===== src/adcp_regs.svh =====
// Purpose: timing counts and field sizes of the dual converter serial port
// Assumes: system clock at 50 MHz
// Notes:   times are kept in their own unit; cycle counts derive from them
`ifndef ADCP_REGS_SVH
`define ADCP_REGS_SVH

// ----------------------------------------------------------------------
// clock and frame
// ----------------------------------------------------------------------
`define ADCP_CLK_MHZ            50
`define ADCP_DATA_BITS          14
`define ADCP_CONVERSION_DURATION_SCLKS 5'h13
`define ADCP_CMD_BITS           19

// ----------------------------------------------------------------------
// calibration and power-up waits
// ----------------------------------------------------------------------
`define ADCP_CAL_MIN_US         2
`define ADCP_CAL_MIN_CYC        (`ADCP_CAL_MIN_US * `ADCP_CLK_MHZ)
`define ADCP_PWRUP_INT_US       240
`define ADCP_PWRUP_INT_CYC      (`ADCP_PWRUP_INT_US * `ADCP_CLK_MHZ)
`define ADCP_PWRUP_EXT_US       15
`define ADCP_PWRUP_EXT_CYC      (`ADCP_PWRUP_EXT_US * `ADCP_CLK_MHZ)

// ----------------------------------------------------------------------
// buffer
// ----------------------------------------------------------------------
`define ADCP_BUF_DEPTH          2

`endif


===== src/adcp_pkg.sv =====
// Purpose: types shared by the dual converter serial port
// Assumes: adcp_regs.svh supplies the widths
// Notes:   one sample carries both simultaneously taken channels
`include "adcp_regs.svh"

package adcp_pkg;

    typedef struct packed
    {
        logic [`ADCP_DATA_BITS-1:0] chan_first;
        logic [`ADCP_DATA_BITS-1:0] chan_second;
    } adcp_sample_t;

    typedef enum logic [1:0]
    {
        ADCP_IDLE  = 2'b00,
        ADCP_SHIFT = 2'b01,
        ADCP_DONE  = 2'b10
    } adcp_state_t;

endpackage


===== src/adcp_serial_port.sv =====
// Purpose: serial conversion and readout port, device end
// Assumes: pins are asynchronous to clk and are synchronised here;
//          the serial clock stays well below clk / 4
// Notes:   results leave msb first, zeros after the data bits
`timescale 1ns/100ps
`default_nettype none

module adcp_serial_port
    import adcp_pkg::*;
#(
    parameter int unsigned PWRUP_INT_CYCLES = `ADCP_PWRUP_INT_CYC
)
(
    input  wire logic                  clk,
    input  wire logic                  rst_n,
    input  wire logic                  cs_n,
    input  wire logic                  sclk,
    input  wire logic                  sdi,
    input  wire logic                  cal,
    input  wire logic                  ext_ref,
    input  wire adcp_sample_t          sample_in,
    input  wire logic                  sample_valid,
    output logic                       sample_ready,
    output logic                       serial_out_first,
    output logic                       serial_out_first_oe,
    output logic                       serial_out_second,
    output logic                       serial_out_second_oe,
    output logic                       conv_start,
    output logic                       conv_busy,
    output logic [`ADCP_CMD_BITS-1:0]  cmd_word,
    output logic                       cmd_valid,
    output logic                       cal_start,
    output logic                       ref_settled
);

    // ------------------------------------------------------------------
    // pin synchronisers
    // ------------------------------------------------------------------
    logic [4:0] sync1;
    logic [4:0] sync2;
    logic       cs_prev;
    logic       sclk_prev;
    wire logic  cs_s      = sync2[0];
    wire logic  sclk_s    = sync2[1];
    wire logic  sdi_s     = sync2[2];
    wire logic  cal_s     = sync2[3];
    wire logic  ext_s     = sync2[4];
    wire logic  cs_fall   = cs_prev & ~cs_s;
    wire logic  cs_rise   = ~cs_prev & cs_s;
    wire logic  sclk_fall = sclk_prev & ~sclk_s;

    // edge detectors read the second stage only, never the first
    always_ff @(posedge clk or negedge rst_n)
    begin
        if (!rst_n)
        begin
            sync1     <= 5'h1F;
            sync2     <= 5'h1F;
            cs_prev   <= 1'b1;
            sclk_prev <= 1'b1;
        end
        else
        begin
            sync1     <= {ext_ref, cal, sdi, sclk, cs_n};
            sync2     <= sync1;
            cs_prev   <= cs_s;
            sclk_prev <= sclk_s;
        end
    end

    // ------------------------------------------------------------------
    // two-entry sample buffer
    // ------------------------------------------------------------------
    adcp_sample_t buf_mem [`ADCP_BUF_DEPTH];
    logic         wr_ptr;
    logic         rd_ptr;
    logic [1:0]   buf_count;
    adcp_state_t  state;
    wire logic do_push = sample_valid & sample_ready;
    // a frame that finds the buffer empty reads out zeros
    wire logic do_pop  = cs_fall & (state != ADCP_SHIFT) & (buf_count != 2'h0);
    wire logic [1:0] next_count = buf_count + 2'(do_push) - 2'(do_pop);
    wire adcp_sample_t head = buf_mem[rd_ptr];

    always_ff @(posedge clk)
    begin
        if (do_push)
            buf_mem[wr_ptr] <= sample_in;
    end
    always_ff @(posedge clk or negedge rst_n)
    begin
        if (!rst_n)
        begin
            wr_ptr       <= 1'b0;
            rd_ptr       <= 1'b0;
            buf_count    <= 2'h0;
            sample_ready <= 1'b1;
        end
        else
        begin
            if (do_push)
                wr_ptr <= ~wr_ptr;
            if (do_pop)
                rd_ptr <= ~rd_ptr;
            buf_count    <= next_count;
            sample_ready <= (next_count != 2'h2);
        end
    end

    // ------------------------------------------------------------------
    // frame sequencing
    // ------------------------------------------------------------------
    logic [4:0]                 fall_cnt;
    logic [`ADCP_DATA_BITS-1:0] shift_first;
    logic [`ADCP_DATA_BITS-1:0] shift_second;
    logic [`ADCP_CMD_BITS-1:0]  cmd_shift;
    wire logic last_fall = (fall_cnt == `ADCP_CONVERSION_DURATION_SCLKS - 5'h1);
    wire logic shift_fall = (state == ADCP_SHIFT) & sclk_fall & ~cs_rise;
    always_ff @(posedge clk or negedge rst_n)
    begin
        if (!rst_n)
        begin
            state    <= ADCP_IDLE;
            fall_cnt <= 5'h00;
        end
        else if (cs_rise)
        begin
            state    <= ADCP_IDLE;
            fall_cnt <= 5'h00;
        end
        else if (cs_fall && state != ADCP_SHIFT)
        begin
            state    <= ADCP_SHIFT;
            fall_cnt <= 5'h00;
        end
        else if (state == ADCP_SHIFT && sclk_fall)
        begin
            fall_cnt <= fall_cnt + 5'h01;
            if (last_fall)
                state <= ADCP_DONE;
        end
    end
    always_ff @(posedge clk or negedge rst_n)
    begin
        if (!rst_n)
        begin
            conv_start <= 1'b0;
            conv_busy  <= 1'b0;
        end
        else
        begin
            conv_start <= cs_fall & (state != ADCP_SHIFT) & ~cs_rise;
            if (cs_rise || (state == ADCP_SHIFT && sclk_fall && last_fall))
                conv_busy <= 1'b0;
            else if (cs_fall && state != ADCP_SHIFT)
                conv_busy <= 1'b1;
        end
    end
    // data outputs: loaded when chip select falls, shifted on falling sclk
    always_ff @(posedge clk or negedge rst_n)
    begin
        if (!rst_n)
        begin
            shift_first          <= '0;
            shift_second         <= '0;
            serial_out_first     <= 1'b0;
            serial_out_second    <= 1'b0;
            serial_out_first_oe  <= 1'b0;
            serial_out_second_oe <= 1'b0;
        end
        else if (cs_rise)
        begin
            serial_out_first_oe  <= 1'b0;
            serial_out_second_oe <= 1'b0;
        end
        else if (cs_fall && state != ADCP_SHIFT)
        begin
            serial_out_first     <= do_pop & head.chan_first[13];
            serial_out_second    <= do_pop & head.chan_second[13];
            shift_first  <= do_pop ? {head.chan_first[12:0], 1'b0} : '0;
            shift_second <= do_pop ? {head.chan_second[12:0], 1'b0} : '0;
            serial_out_first_oe  <= 1'b1;
            serial_out_second_oe <= 1'b1;
        end
        else if (state == ADCP_SHIFT && sclk_fall)
        begin
            serial_out_first  <= shift_first[`ADCP_DATA_BITS-1];
            serial_out_second <= shift_second[`ADCP_DATA_BITS-1];
            shift_first       <= {shift_first[12:0], 1'b0};
            shift_second      <= {shift_second[12:0], 1'b0};
            if (last_fall)
            begin
                serial_out_first_oe  <= 1'b0;
                serial_out_second_oe <= 1'b0;
            end
        end
    end
    // serial input word, handed on after the full frame only
    always_ff @(posedge clk or negedge rst_n)
    begin
        if (!rst_n)
        begin
            cmd_shift <= '0;
            cmd_word  <= '0;
            cmd_valid <= 1'b0;
        end
        else
        begin
            cmd_valid <= shift_fall & last_fall;
            if (shift_fall)
                cmd_shift <= {cmd_shift[17:0], sdi_s};
            if (shift_fall && last_fall)
                cmd_word  <= {cmd_shift[17:0], sdi_s};
        end
    end

    // ------------------------------------------------------------------
    // calibration request and power-up settling
    // ------------------------------------------------------------------
    logic [7:0]  cal_cnt;
    logic [13:0] pwr_cnt;
    wire logic [13:0] pwr_limit = ext_s ? 14'(`ADCP_PWRUP_EXT_CYC)
                                        : 14'(PWRUP_INT_CYCLES);
    // a pulse shorter than the minimum is ignored rather than half-acted on
    always_ff @(posedge clk or negedge rst_n)
    begin
        if (!rst_n)
        begin
            cal_cnt   <= 8'h00;
            cal_start <= 1'b0;
        end
        else
        begin
            cal_start <= cal_s & (cal_cnt == 8'(`ADCP_CAL_MIN_CYC - 1));
            if (!cal_s)
                cal_cnt <= 8'h00;
            else if (cal_cnt != 8'(`ADCP_CAL_MIN_CYC))
                cal_cnt <= cal_cnt + 8'h01;
        end
    end
    always_ff @(posedge clk or negedge rst_n)
    begin
        if (!rst_n)
        begin
            pwr_cnt     <= 14'h0000;
            ref_settled <= 1'b0;
        end
        else if (pwr_cnt < pwr_limit)
            pwr_cnt <= pwr_cnt + 14'h0001;
        else
            ref_settled <= 1'b1;
    end
endmodule
`default_nettype wire


===== config.mk =====
export PLATFORM = sky130hd
export DESIGN_NAME = adcp_serial_port
export DESIGN_NICKNAME = d
export VERILOG_FILES = /design/src/adcp_pkg.sv /design/src/adcp_serial_port.sv
export VERILOG_INCLUDE_DIRS = /design/src
export SDC_FILE = /design/constraint.sdc
export NUM_CORES = 1
export LEC_CHECK = 0
export ABC_AREA = 1
export CORE_MARGIN = 8
export CORE_UTILIZATION = 50
export CTS_CLUSTER_DIAMETER = 100
export DETAILED_ROUTE_END_ITERATION = 10
export DONT_BUFFER_PORTS = 1
export PLACE_DENSITY = 0.71
export SETUP_SLACK_MARGIN = 0.2
export SKIP_CTS_REPAIR_TIMING = 1
export SYNTH_ARGS = -nofsm -noshare
export SYNTH_HDL_FRONTEND = slang
export SYNTH_SLANG_ARGS = --single-unit
export TNS_END_PERCENT = 100

===== constraint.sdc =====
create_clock -name clk -period 4.25 [get_ports clk]
set_clock_uncertainty 0.1 [all_clocks]
set_input_delay 0.85 -clock clk [delete_from_list [all_inputs] [get_ports clk]]
set_output_delay 0.85 -clock clk [all_outputs]
set_load 0.03 [all_outputs]

== Word-level counts from Yosys, hierarchy flattened ==
Memories as Yosys holds them, arrays and structs flattened.
Index checks and enable logic that the tools add are counted.
W data, S select, Z words.

* $add $sub $neg: 5
* $lt $le $gt $ge: 1
* Equality and inequality tests: 7
* Mux-type cells: 28
* Bitwise gates (word level): 19
* Reductions and logical operators: 12

{| class="wikitable"
|+ Operators with widths
! kind !! number
|-
| $mux W14 || 7
|-
| $mux W8 || 2
|-
| $mux W5 || 3
|-
| $add A14 B1 Y14 const B || 1
|-
| $lt A14 B14 Y1 || 1
|-
| $and A1 B1 Y1 || 13
|-
| $mux W1 || 12
|-
| $add A8 B1 Y8 const B || 1
|-
| $eq A8 B7 Y1 const B || 1
|-
| $mux W2 || 4
|-
| $ne A8 B7 Y1 const B || 1
|-
| $not A1 Y1 || 6
|-
| $reduce_bool A2 Y1 || 3
|-
| $reduce_bool A3 Y1 || 2
|-
| $add A5 B1 Y5 const B || 1
|-
| $eq A5 B5 Y1 const B || 1
|-
| $logic_and A1 B1 Y1 || 4
|-
| $ne A2 B1 Y1 const B || 2
|-
| $reduce_and A2 Y1 || 2
|-
| $add A2 B1 Y2 || 1
|-
| $eq A2 B1 Y1 const B || 1
|-
| $ne A2 B2 Y1 const B || 1
|-
| $sub A2 B1 Y2 || 1
|-
| $logic_or A1 B1 Y1 || 1
|}

* Flip-flop bits (word level): 119
* Memory bits (writable): 56
* Output and inout bits: 29
* Memories: 1

{| class="wikitable"
|+ Memory list
! memory !! words !! width !! rd ports !! clocked after memory_dff !! write ports !! line !! RTL
|-
| buf_mem || 2 || 28 || 1 || 0 || 1 || adcp_serial_port.sv:74 || <nowiki>adcp_sample_t buf_mem [`ADCP_BUF_DEPTH];</nowiki>
|}

== Longest topological paths before layout ==
Gate-level depths: netlist of the first run.

* Word-level depth: 6
* Gate-level depth with buffers: 10
* Depth with buffers taken out: 10

== Least setup slack after synthesis of the first run ==
No wires, ideal clock.

* Kind: input to register
* Start point: in sample_valid
* End point: mem buf_mem[0][0] (netlist name), enable pin
* Arrival: 2.201 ns
* Data required time: 3.737 ns
* Path slack: 1.536 ns
* Cell stages on the path: 2
* Path buffers: 0
* Cells stage by stage: nand2_1 -> nor2_1

* Longest elaborated chain between the ends: 3

{| class="wikitable"
|+ RTL lines
! what !! line !! RTL
|-
| start: declaration || adcp_serial_port.sv:22 || <nowiki>input wire logic sample_valid,</nowiki>
|-
| $and A1 B1 Y1 || adcp_serial_port.sv:79 || <nowiki>wire logic do_push = sample_valid & sample_ready;</nowiki>
|-
| $mux W1 || adcp_serial_port.sv:87 || <nowiki>if (do_push)</nowiki>
|-
| $mux W1 (not written as such) || adcp_serial_port.sv:88 || <nowiki>buf_mem[wr_ptr] <= sample_in;</nowiki>
|-
| end: declaration || adcp_serial_port.sv:74 ||
|}

No other way between the ends.

== Worst setup path after layout of the first run ==
* Start point: reg state[0]
* End point: reg shift_second[7]

* Longest elaborated chain between the ends: 5
* Elaborated cells between the ends (all ways): 10
* Those cells by class: eq/ne: 2; mux: 2; bitwise: 2; reduce/logical: 4

{| class="wikitable"
|+ RTL lines
! what !! line !! RTL
|-
| start: declaration || adcp_serial_port.sv:78 || <nowiki>adcp_state_t state;</nowiki>
|-
| start signal: assignment || adcp_serial_port.sv:123 || <nowiki>state <= ADCP_IDLE;</nowiki>
|-
| start signal: assignment || adcp_serial_port.sv:128 || <nowiki>state <= ADCP_IDLE;</nowiki>
|-
| start signal: assignment || adcp_serial_port.sv:133 || <nowiki>state <= ADCP_SHIFT;</nowiki>
|-
| $ne A2 B1 Y1 || adcp_serial_port.sv:81, adcp_serial_port.sv:176 ||
|-
| $and A1 B1 Y1 (2 in series) || adcp_serial_port.sv:81 || <nowiki>wire logic do_pop = cs_fall & (state != ADCP_SHIFT) & (buf_count != 2'h0);</nowiki>
|-
| $mux W14 || adcp_serial_port.sv:181 || <nowiki>shift_second <= do_pop ? {head.chan_second[12:0], 1'b0} : '0;</nowiki>
|-
| $mux W14 || adcp_serial_port.sv:176 || <nowiki>else if (cs_fall && state != ADCP_SHIFT)</nowiki>
|-
| end signal: assignment || adcp_serial_port.sv:181 ||
|-
| end signal: assignment || adcp_serial_port.sv:190 || <nowiki>shift_second <= {shift_second[12:0], 1'b0};</nowiki>
|-
| end: declaration || adcp_serial_port.sv:115 || <nowiki>logic [`ADCP_DATA_BITS-1:0] shift_second;</nowiki>
|}

Several ways; a longest one is shown, not always the timed one.
A chain may end at the register's enable or synchronous reset.

==> results of run 1 <==
-- report_power, final --
| group | internal, uW | switching (uW) |
|---|---|---|
| registers | 2030 | 173 |
| clock network | 797 | 704 |
| logic | 235 | 531 |
-- layer usage --
metal,global-route usage,part of all wire
met1,0.174,0.44
met3,0.0532,0.070
met2,0.226,0.47
met5,0,0
met4,0.0622,0.015
-- worst max-delay path, stage by stage (launching register included) --
cell and delay (ns):
dfrtp_1 0.70, inv_1 0.19, nor2_4 0.18, nand2_4 0.10
nor2_8 0.35, inv_2 0.11, nand2_4 0.28, inv_4 0.18
nand2_1 0.10, nand2_1 0.06
-- Yosys cell counts, types with 4 or more instances --
cell        n  area, um2
a21oi_1     7       35.0
buf_2      18       90.1
buf_6       6       67.6
dfrtp_1   103       2580
dfstp_2    13        342
edfxtp_1   56       1680
ha_1       11        138
inv_1      56        210
nand2_1   330       1240
nand3_1    53        265
nand3b_1    6       45.0
nor2_1     35        131
o21ai_0    43        215
o21ai_1     9       45.0
xnor2_1     4       35.0
xor2_1      6       52.6
-- layout make-up --
| cell class | count | area, um2 |
|---|---|---|
| fill | 1247 | 6390 |
| sequential | 172 | 4600 |
| multi-input combinational | 522 | 2370 |
| clock buffer | 18 | 439 |
| inverter | 61 | 231 |
| tap | 184 | 230 |
| clock inverter | 14 | 149 |
| timing repair buffer | 7 | 75.1 |
-- sequential cells by signal, summed over array words and instances (netlist names), 2 cells and up --
name and cells:
sync1 5, fall_cnt 5, cmd_shift 18, cmd_word 19, pwr_cnt 14, buf_count 2, sync2 5, shift_second 13
state 2, cal_cnt 8, buf_mem 56, shift_first 13
-- worst paths after layout --
kind / startpoint / to / slack [ns] / cells past startpoint
hold reg to reg: sync1[4]$_DFF_PN1_ / sync2[4]$_DFF_PN1_ / 0.25 / 0
max in group asynchronous: rst_n / shift_first[8]$_DFFE_PN0P_ / 2.49 / 1
hold / removal: rst_n / sample_ready$_DFF_PN1_ / 0.16 / 0
setup / recovery: state[0]$_DFFE_PN0P_ / shift_second[7]$_DFFE_PN0P_ / 1.77 / 9
setup reg to reg: state[0]$_DFFE_PN0P_ / shift_second[7]$_DFFE_PN0P_ / 1.77 / 9
min in group clk: sync1[4]$_DFF_PN1_ / sync2[4]$_DFF_PN1_ / 0.25 / 0
-- cells by family after synthesis --
kind of cell             Yosys count  share of synthesized area
AND/OR/NAND/NOR                  439                      0.247
buffers and inverters             90                     0.0560
AO/OA/AOI/OAI                     62                     0.0431
adder cells (fa/ha/maj)           11                     0.0187
flip-flops                       172                      0.624
XOR/XNOR                          10                     0.0119
-- metrics by stage --
step,instances,utilization,hold slack [ns]
after floorplan,784,-,0.245
after global placement,944,0.516,0.245
after detailed placement,944,0.516,0.247
after CTS,976,0.556,-0.0112
after global routing,978,0.559,0.134
final,978,0.559,0.157
==> impl_summary.log, run 1 <==
[metrics] Fmax: 404 MHz
[metrics] number of DRC markers after the initial detailed-route iteration: 339
[metrics] wire length of the first global-routing pass: 21400 um
[metrics] Clock H-tree levels: 4
[metrics] I/O Pins: 65
[metrics] Min-Delay Path Class: input pin to async pin
[metrics] number of violations of the max-capacitance limit: 0
[metrics] worst setup path category: flip-flop to flip-flop
[metrics] Async SR Flop Fraction: 0.674
[metrics] Total Nets Final: 828
[metrics] overall power of the completed layout: 4470 uW
[metrics] count of TritonRoute iterations in the first routing pass: 5
[metrics] vertical die dimension: 137 um
[metrics] CTS clk-pin slew, worst paths: 0.07 ns
[metrics] outcome: finished, final reports clean
[metrics] fraction of final layout cells sized beyond drive strength 1: 0.0819
[metrics] number of instances in the synthesized netlist: 784
[metrics] die span in x: 137 um
[metrics] Peak supply drop: 331 uV
[metrics] Worst EP required: 4.47 ns
[metrics] Post-Place Setup Slack: 1.77 ns
[metrics] Placement Rows: 44
[metrics] Area after DPL: 7470 um2
[metrics] buffer type at the clock tree root: clkbuf_16
[metrics] Antenna Violating Nets Remaining: 0
[metrics] commonest non-fill, non-tap cells in the layout: nand2_1, dfrtp_1, inv_1, edfxtp_1, nand3_1
[metrics] final critical path time including I/O delays and setup: 2.48 ns
[metrics] nature of the critical path startpoint: flip-flop
[metrics] setup repair after global routing missed its margin: no
[metrics] worst-margin pin slew: 1.01 ns
[metrics] standard cell core area: 14500 um2
[metrics] Critical Path Sink Type: flip-flop
[metrics] fin. max-slew vios: 0
[metrics] largest fanout of any net on the critical path: 37
[metrics] Initial Utilization: 0.509
[metrics] pin count of the biggest net entering global routing: 117
[metrics] Post-Syn Area per Cell: 9.41 um2
[metrics] sequential share of the synthesized area: 0.624
[metrics] Post-Route WL: 13400 um
[metrics] number of hold-slack violations in the final timing report: 0
[metrics] leakage power figure: 0.00382 uW
[metrics] relative area change from synthesis to final layout: 9.72%
[metrics] Final period util: 0.582
[metrics] DRC violations left: 0
[metrics] number of global-route vias before repair: 4623
[metrics] number of enable-type register cells in the synthesized netlist: 56
[metrics] sum of net half-perimeters after detailed placement: 8780 um
[metrics] number of antenna violations at the first check in global routing: 0
[metrics] number of synthesized register bits: 172
[metrics] CTS buffer count: 17
[metrics] total power per unit cell area: 552 nW/um2
[metrics] Congestion Overflow GR: 0
[metrics] Synth Net Count: 831
[metrics] floorplan die area: 18900 um2
[metrics] relative max-transition margin: 0.322
[metrics] smallest setup slack after layout: 1.77 ns
[metrics] Synth warnings: 0
[metrics] weighted congestion at the end of routability-driven global placement: 0.806
[metrics] clock latency reported for the late side of the worst-skew pair: 0.44 ns
[metrics] CTS sink cnt: 172
[metrics] Netlist Area Pre-Place: 7370 um2
[metrics] final setup violation count: 0
[metrics] maximum clock path buffer count: 2
[metrics] via count of the routed design: 4893
[metrics] total non-filler cell area in the finished layout: 8090 um2
[metrics] Post-synth top flop: dfrtp_1
[metrics] library cells used by synthesis: 32
[metrics] Avg WL per Cell: 13.7 um
[metrics] aggregate global-route resource usage: 0.144
[metrics] number of diodes: 0
[metrics] TritonCTS clock tree: built
[metrics] most common library cell in the layout ignoring fill and taps: nand2_1
[metrics] Port Buffers: 0
[metrics] critical path data arrival time: 2.69 ns
[metrics] setup TNS: 0 ns
[metrics] Via density: 5.00
Note: power is estimated with default switching activity, not from simulation.
==> run 2: changes to the inputs <==
ABC_AREA = 0   (was 1)
clock period = 2.46 ns   (was 4.25 ns; I/O delays follow)
==> impl_summary.log, run 2 <==
[metrics] Min-Delay Path Class: input pin to async pin
[metrics] number of DRC markers after the initial detailed-route iteration: 223 (-34%)
[metrics] TritonCTS clock tree: built
[metrics] I/O Pins: 65 (unchanged)
[metrics] layer with the highest usage: met2
[metrics] maximum clock path buffer count: 2 (unchanged)
[metrics] Initial Utilization: 0.507 (-0.00190)
[metrics] simple-gate share of the synthesized area: 0.0775 (-0.169)
[metrics] vertical die dimension: 134 um (-2.5%)
[metrics] XOR/XNOR share of the synthesized area: 0.0327 (+0.0208)
[metrics] Final period util: 0.967 (+0.384)
[metrics] met3 capacity usage during global routing: 0.0561 (+0.00285)
[metrics] Fmax: 420 MHz (+4.1%)
[metrics] GR Layer Usage met2: 0.227 (+0.000424)
[metrics] most frequent cell after synthesis: dfrtp_1
[metrics] via count of the routed design: 3883 (-21%)
[metrics] final critical path time including I/O delays and setup: 2.38 ns (-0.0969 ns)
[metrics] sequential share of power: 0.515 (+0.022)
[metrics] fraction of final layout cells sized beyond drive strength 1: 0.280 (+0.198)
[metrics] Synth Net Count: 535 (-36%)
[metrics] buffer type at the clock tree root: clkbuf_16
[metrics] last element of the critical path: pwr_cnt[2]$_DFFE_PN0N_
[metrics] Avg WL per Cell: 18.1 um (+32%)
[metrics] Via density: 5.53 (+11%)
[metrics] portion of netlist area occupied by mux cells: 0.107 (+0.107)
[metrics] critical path data arrival time: 2.62 ns (-0.07 ns)
[metrics] fraction of power spent switching nets: 0.254 (-0.0608)
[metrics] number of instances in the synthesized netlist: 488 (-38%)
[metrics] sequential share of the synthesized area: 0.661 (+0.0370)
[metrics] Area after DPL: 7200 um2 (-3.5%)
[metrics] CP max-delay cell: dfstp_2
[metrics] Critical Path Sink Type: flip-flop
[metrics] number of diodes: 0 (unchanged)
[metrics] relative area change from synthesis to final layout: 13.9%
[metrics] chain of cells forming the critical path: inv_2 > ha_4 > a211o_1 > buf_4 > a311o_1 > a211oi_1 > xor2_1
[metrics] slowest cell delay on critical path: 0.57 ns (-0.13 ns)
[metrics] Clock H-tree levels: 4 (unchanged)
[metrics] number of hold-slack violations in the final timing report: 116 (+116)
[metrics] largest fanout of any net on the critical path: 5 (-86%)
[metrics] sum of net half-perimeters after detailed placement: 7860 um (-11%)
[metrics] CTS buffer count: 17 (unchanged)
[metrics] synth cell count leaders: dfrtp_1, mux2_2, edfxtp_1, nand2_1, o21ai_0
[metrics] internal power summed over all cells: 5470 uW (+79%)
[metrics] setup repair after global routing missed its margin: yes
[metrics] weighted congestion at the end of routability-driven global placement: 0.821 (+1.9%)
[metrics] worst reg-to-reg setup slack: 0.08 ns (-1.69 ns)
[metrics] count of TritonRoute iterations in the first routing pass: 4 (-1)
[metrics] die span in x: 134 um (-2.5%)
[metrics] Synth warnings: 0 (unchanged)
[metrics] violations in the final reports: negative hold slack
[metrics] aggregate global-route resource usage: 0.143 (-0.000551)
[metrics] Post-Route WL: 12700 um (-5.5%)
[metrics] standard cell core area: 13700 um2 (-5.2%)
[metrics] number of violations of the max-capacitance limit: 0 (unchanged)
[metrics] number of flip-flops in the largest register: 56 (unchanged)
[metrics] portion of total power attributed to combinational logic: 0.144 (-0.027)
[metrics] fraction of the mapped netlist area in compound gates: 0.0825 (+0.0394)
[metrics] pin count of the biggest net entering global routing: 117 (unchanged)
[metrics] number of synthesized register bits: 172 (unchanged)
[metrics] floorplan die area: 18000 um2 (-5.0%)
[metrics] Placement Rows: 43 (-2.3%)
[metrics] Peak supply drop: 666 uV (+100%)
[metrics] met1 Use GR: 0.175 (+0.000764)
[metrics] CTS sink cnt: 172 (unchanged)
[metrics] number of antenna violations at the first check in global routing: 0 (unchanged)
[metrics] Congestion Overflow GR: 0 (unchanged)
[metrics] library cells used by synthesis: 46 (+44%)
[metrics] largest registers in the final layout: buf_mem (56), cmd_word (19), cmd_shift (18)
[metrics] most common library cell in the layout ignoring fill and taps: dfrtp_1
[metrics] leakage power figure: 0.00333 uW (-13%)
[metrics] Port Buffers: 0 (unchanged)
[metrics] Post-synth top flop: dfrtp_1
[metrics] Post-Syn Area per Cell: 14.3 um2 (+52%)
[metrics] clock latency reported for the late side of the worst-skew pair: 0.41 ns (-0.03 ns)
[metrics] area share of the largest cell type after synthesis: 0.370 (+0.0207)
[metrics] commonest non-fill, non-tap cells in the layout: dfrtp_1, mux2_2, edfxtp_1
[metrics] worst-margin pin slew: 0.491 ns (-0.522 ns)
[metrics] total non-filler cell area in the finished layout: 7930 um2 (-2.0%)
[metrics] wire length of the first global-routing pass: 20500 um (-4.0%)
[metrics] fin. max-slew vios: 0 (unchanged)
[metrics] Clock Power Share: 0.341 (+0.005)
[metrics] biggest area consumer among synthesized cells: dfrtp_1
[metrics] Netlist Area Pre-Place: 6960 um2 (-5.6%)
[metrics] most flop-heavy register: buf_mem
[metrics] arithmetic-cell share of the synthesized area counting full adders, half adders and majority gates: 0.0198 (+0.00111)
[metrics] total power per unit cell area: 925 nW/um2 (+67%)
[metrics] setup TNS: 0 ns (unchanged)
[metrics] relative max-transition margin: 0.673 (+0.350)
[metrics] Async SR Flop Fraction: 0.674 (unchanged)
[metrics] Worst EP required: 2.70 ns (-1.77 ns)
[metrics] DRC violations left: 0 (unchanged)
[metrics] nature of the critical path startpoint: flip-flop
[metrics] Worst Reg2Reg Path Length in Cells: 7 (-2)
[metrics] number of enable-type register cells in the synthesized netlist: 56 (unchanged)
[metrics] worst setup path category: flip-flop to flip-flop
[metrics] Core Util, Final: 0.578 (+0.0192)
[metrics] Antenna Violating Nets Remaining: 0 (unchanged)
[metrics] main combinational cell family by area after synthesis: multiplexers
[metrics] CTS clk-pin slew, worst paths: 0.06 ns (about the same)
[metrics] capturing point of the worst reg2reg path: pwr_cnt[2]$_DFFE_PN0N_
[metrics] final setup violation count: 0 (unchanged)
[metrics] Final Hold Slack: -0.325 ns (-0.483 ns)
[metrics] critical path startpoint: sync2[4]$_DFF_PN1_
[metrics] number of filler cells placed in the layout: 1087 (-13%)
[metrics] largest cells by area after synthesis: dfrtp_1, edfxtp_1, mux2_2, dfstp_2, a2bb2oi_1
[metrics] sw power: 1860 uW (+32%)
[metrics] number of global-route vias before repair: 4113 (-11%)
[metrics] outcome: finished, violations left
[metrics] R2R Path Start: sync2[4]$_DFF_PN1_
[metrics] Total Nets Final: 556 (-33%)
[run 2: routing by layer]
metal | wire (um) | share of wire | vias to the layer above
li1 | - | - | 1818
met1 | 5500 | 0.43 | 1969
met2 | 6210 | 0.49 | 79
met3 | 789 | 0.062 | 17
met4 | 182 | 0.014 | 0
met5 | 0 | 0 | -
[run 2: cell type report]
cell class              instances  area, um2  area share
clock buffers                  18        439      0.0554
well taps                     180        225      0.0284
flip-flops and latches        172       4600       0.580
clock inverters                14        121      0.0153
repair buffers                 23        210      0.0265
multi-input cells             286       2300       0.290
inverters                       9       33.8     0.00426
[run 2: stage by stage]
stage	setup slack (ns)	hold WS (ns)	power, uW	cells
CTS	0.00174	-0.352	7410	688
floorplan	0.240	0.0964	4590	488
global placement	0.0885	0.104	4830	656
global route	0.0702	-0.353	7670	702
finish	0.0818	-0.325	7330	702
detailed placement	0.0509	0.102	4880	656
[run 2: cells by family (layout without fill, tap and decap cells)]
family | count (synthesis) | count (layout)
flip-flops | 172 | 172
AND/OR/NAND/NOR | 104 | 104
AO/OA/AOI/OAI | 78 | 79
multiplexers | 66 | 66
buffers and inverters | 31 | 64
XOR/XNOR | 26 | 26
adder cells (fa/ha/maj) | 11 | 11
[run 2: worst min path at each step]
stage | from | to | slack, ns | cells past startpoint
final | rst_n | conv_start$_DFF_PN0_ | -0.33 | 0
after global routing | rst_n | conv_start$_DFF_PN0_ | -0.35 | 0
after CTS | rst_n | shift_first[3]$_DFFE_PN0P_ | -0.35 | 0
after detailed placement | rst_n | conv_start$_DFF_PN0_ | 0.10 | 0
after global placement | rst_n | shift_first[7]$_DFFE_PN0P_ | 0.10 | 0
after floorplan | rst_n | buf_count[0]$_DFF_PN0_ | 0.1 | 0
[run 2: power by group through the flow]
stage / clock, uW / combinational (uW) / sequential, uW
final: 2500 / 1060 / 3770
after global placement: 0 / 1020 / 3810
after detailed placement: 0 / 1060 / 3830
after CTS: 2560 / 1060 / 3780
after global routing: 2680 / 1160 / 3830
after floorplan: 0 / 849 / 3740
[run 2: worst max-delay path: cells and delay by family, from the launching register on]
kind / cells / cell delay, ns
AO/OA/AOI/OAI: 3 / 1.02
flip-flops: 1 / 0.57
adder cells (fa/ha/maj): 1 / 0.24
buffers and inverters: 2 / 0.21
XOR/XNOR: 1 / 0.17
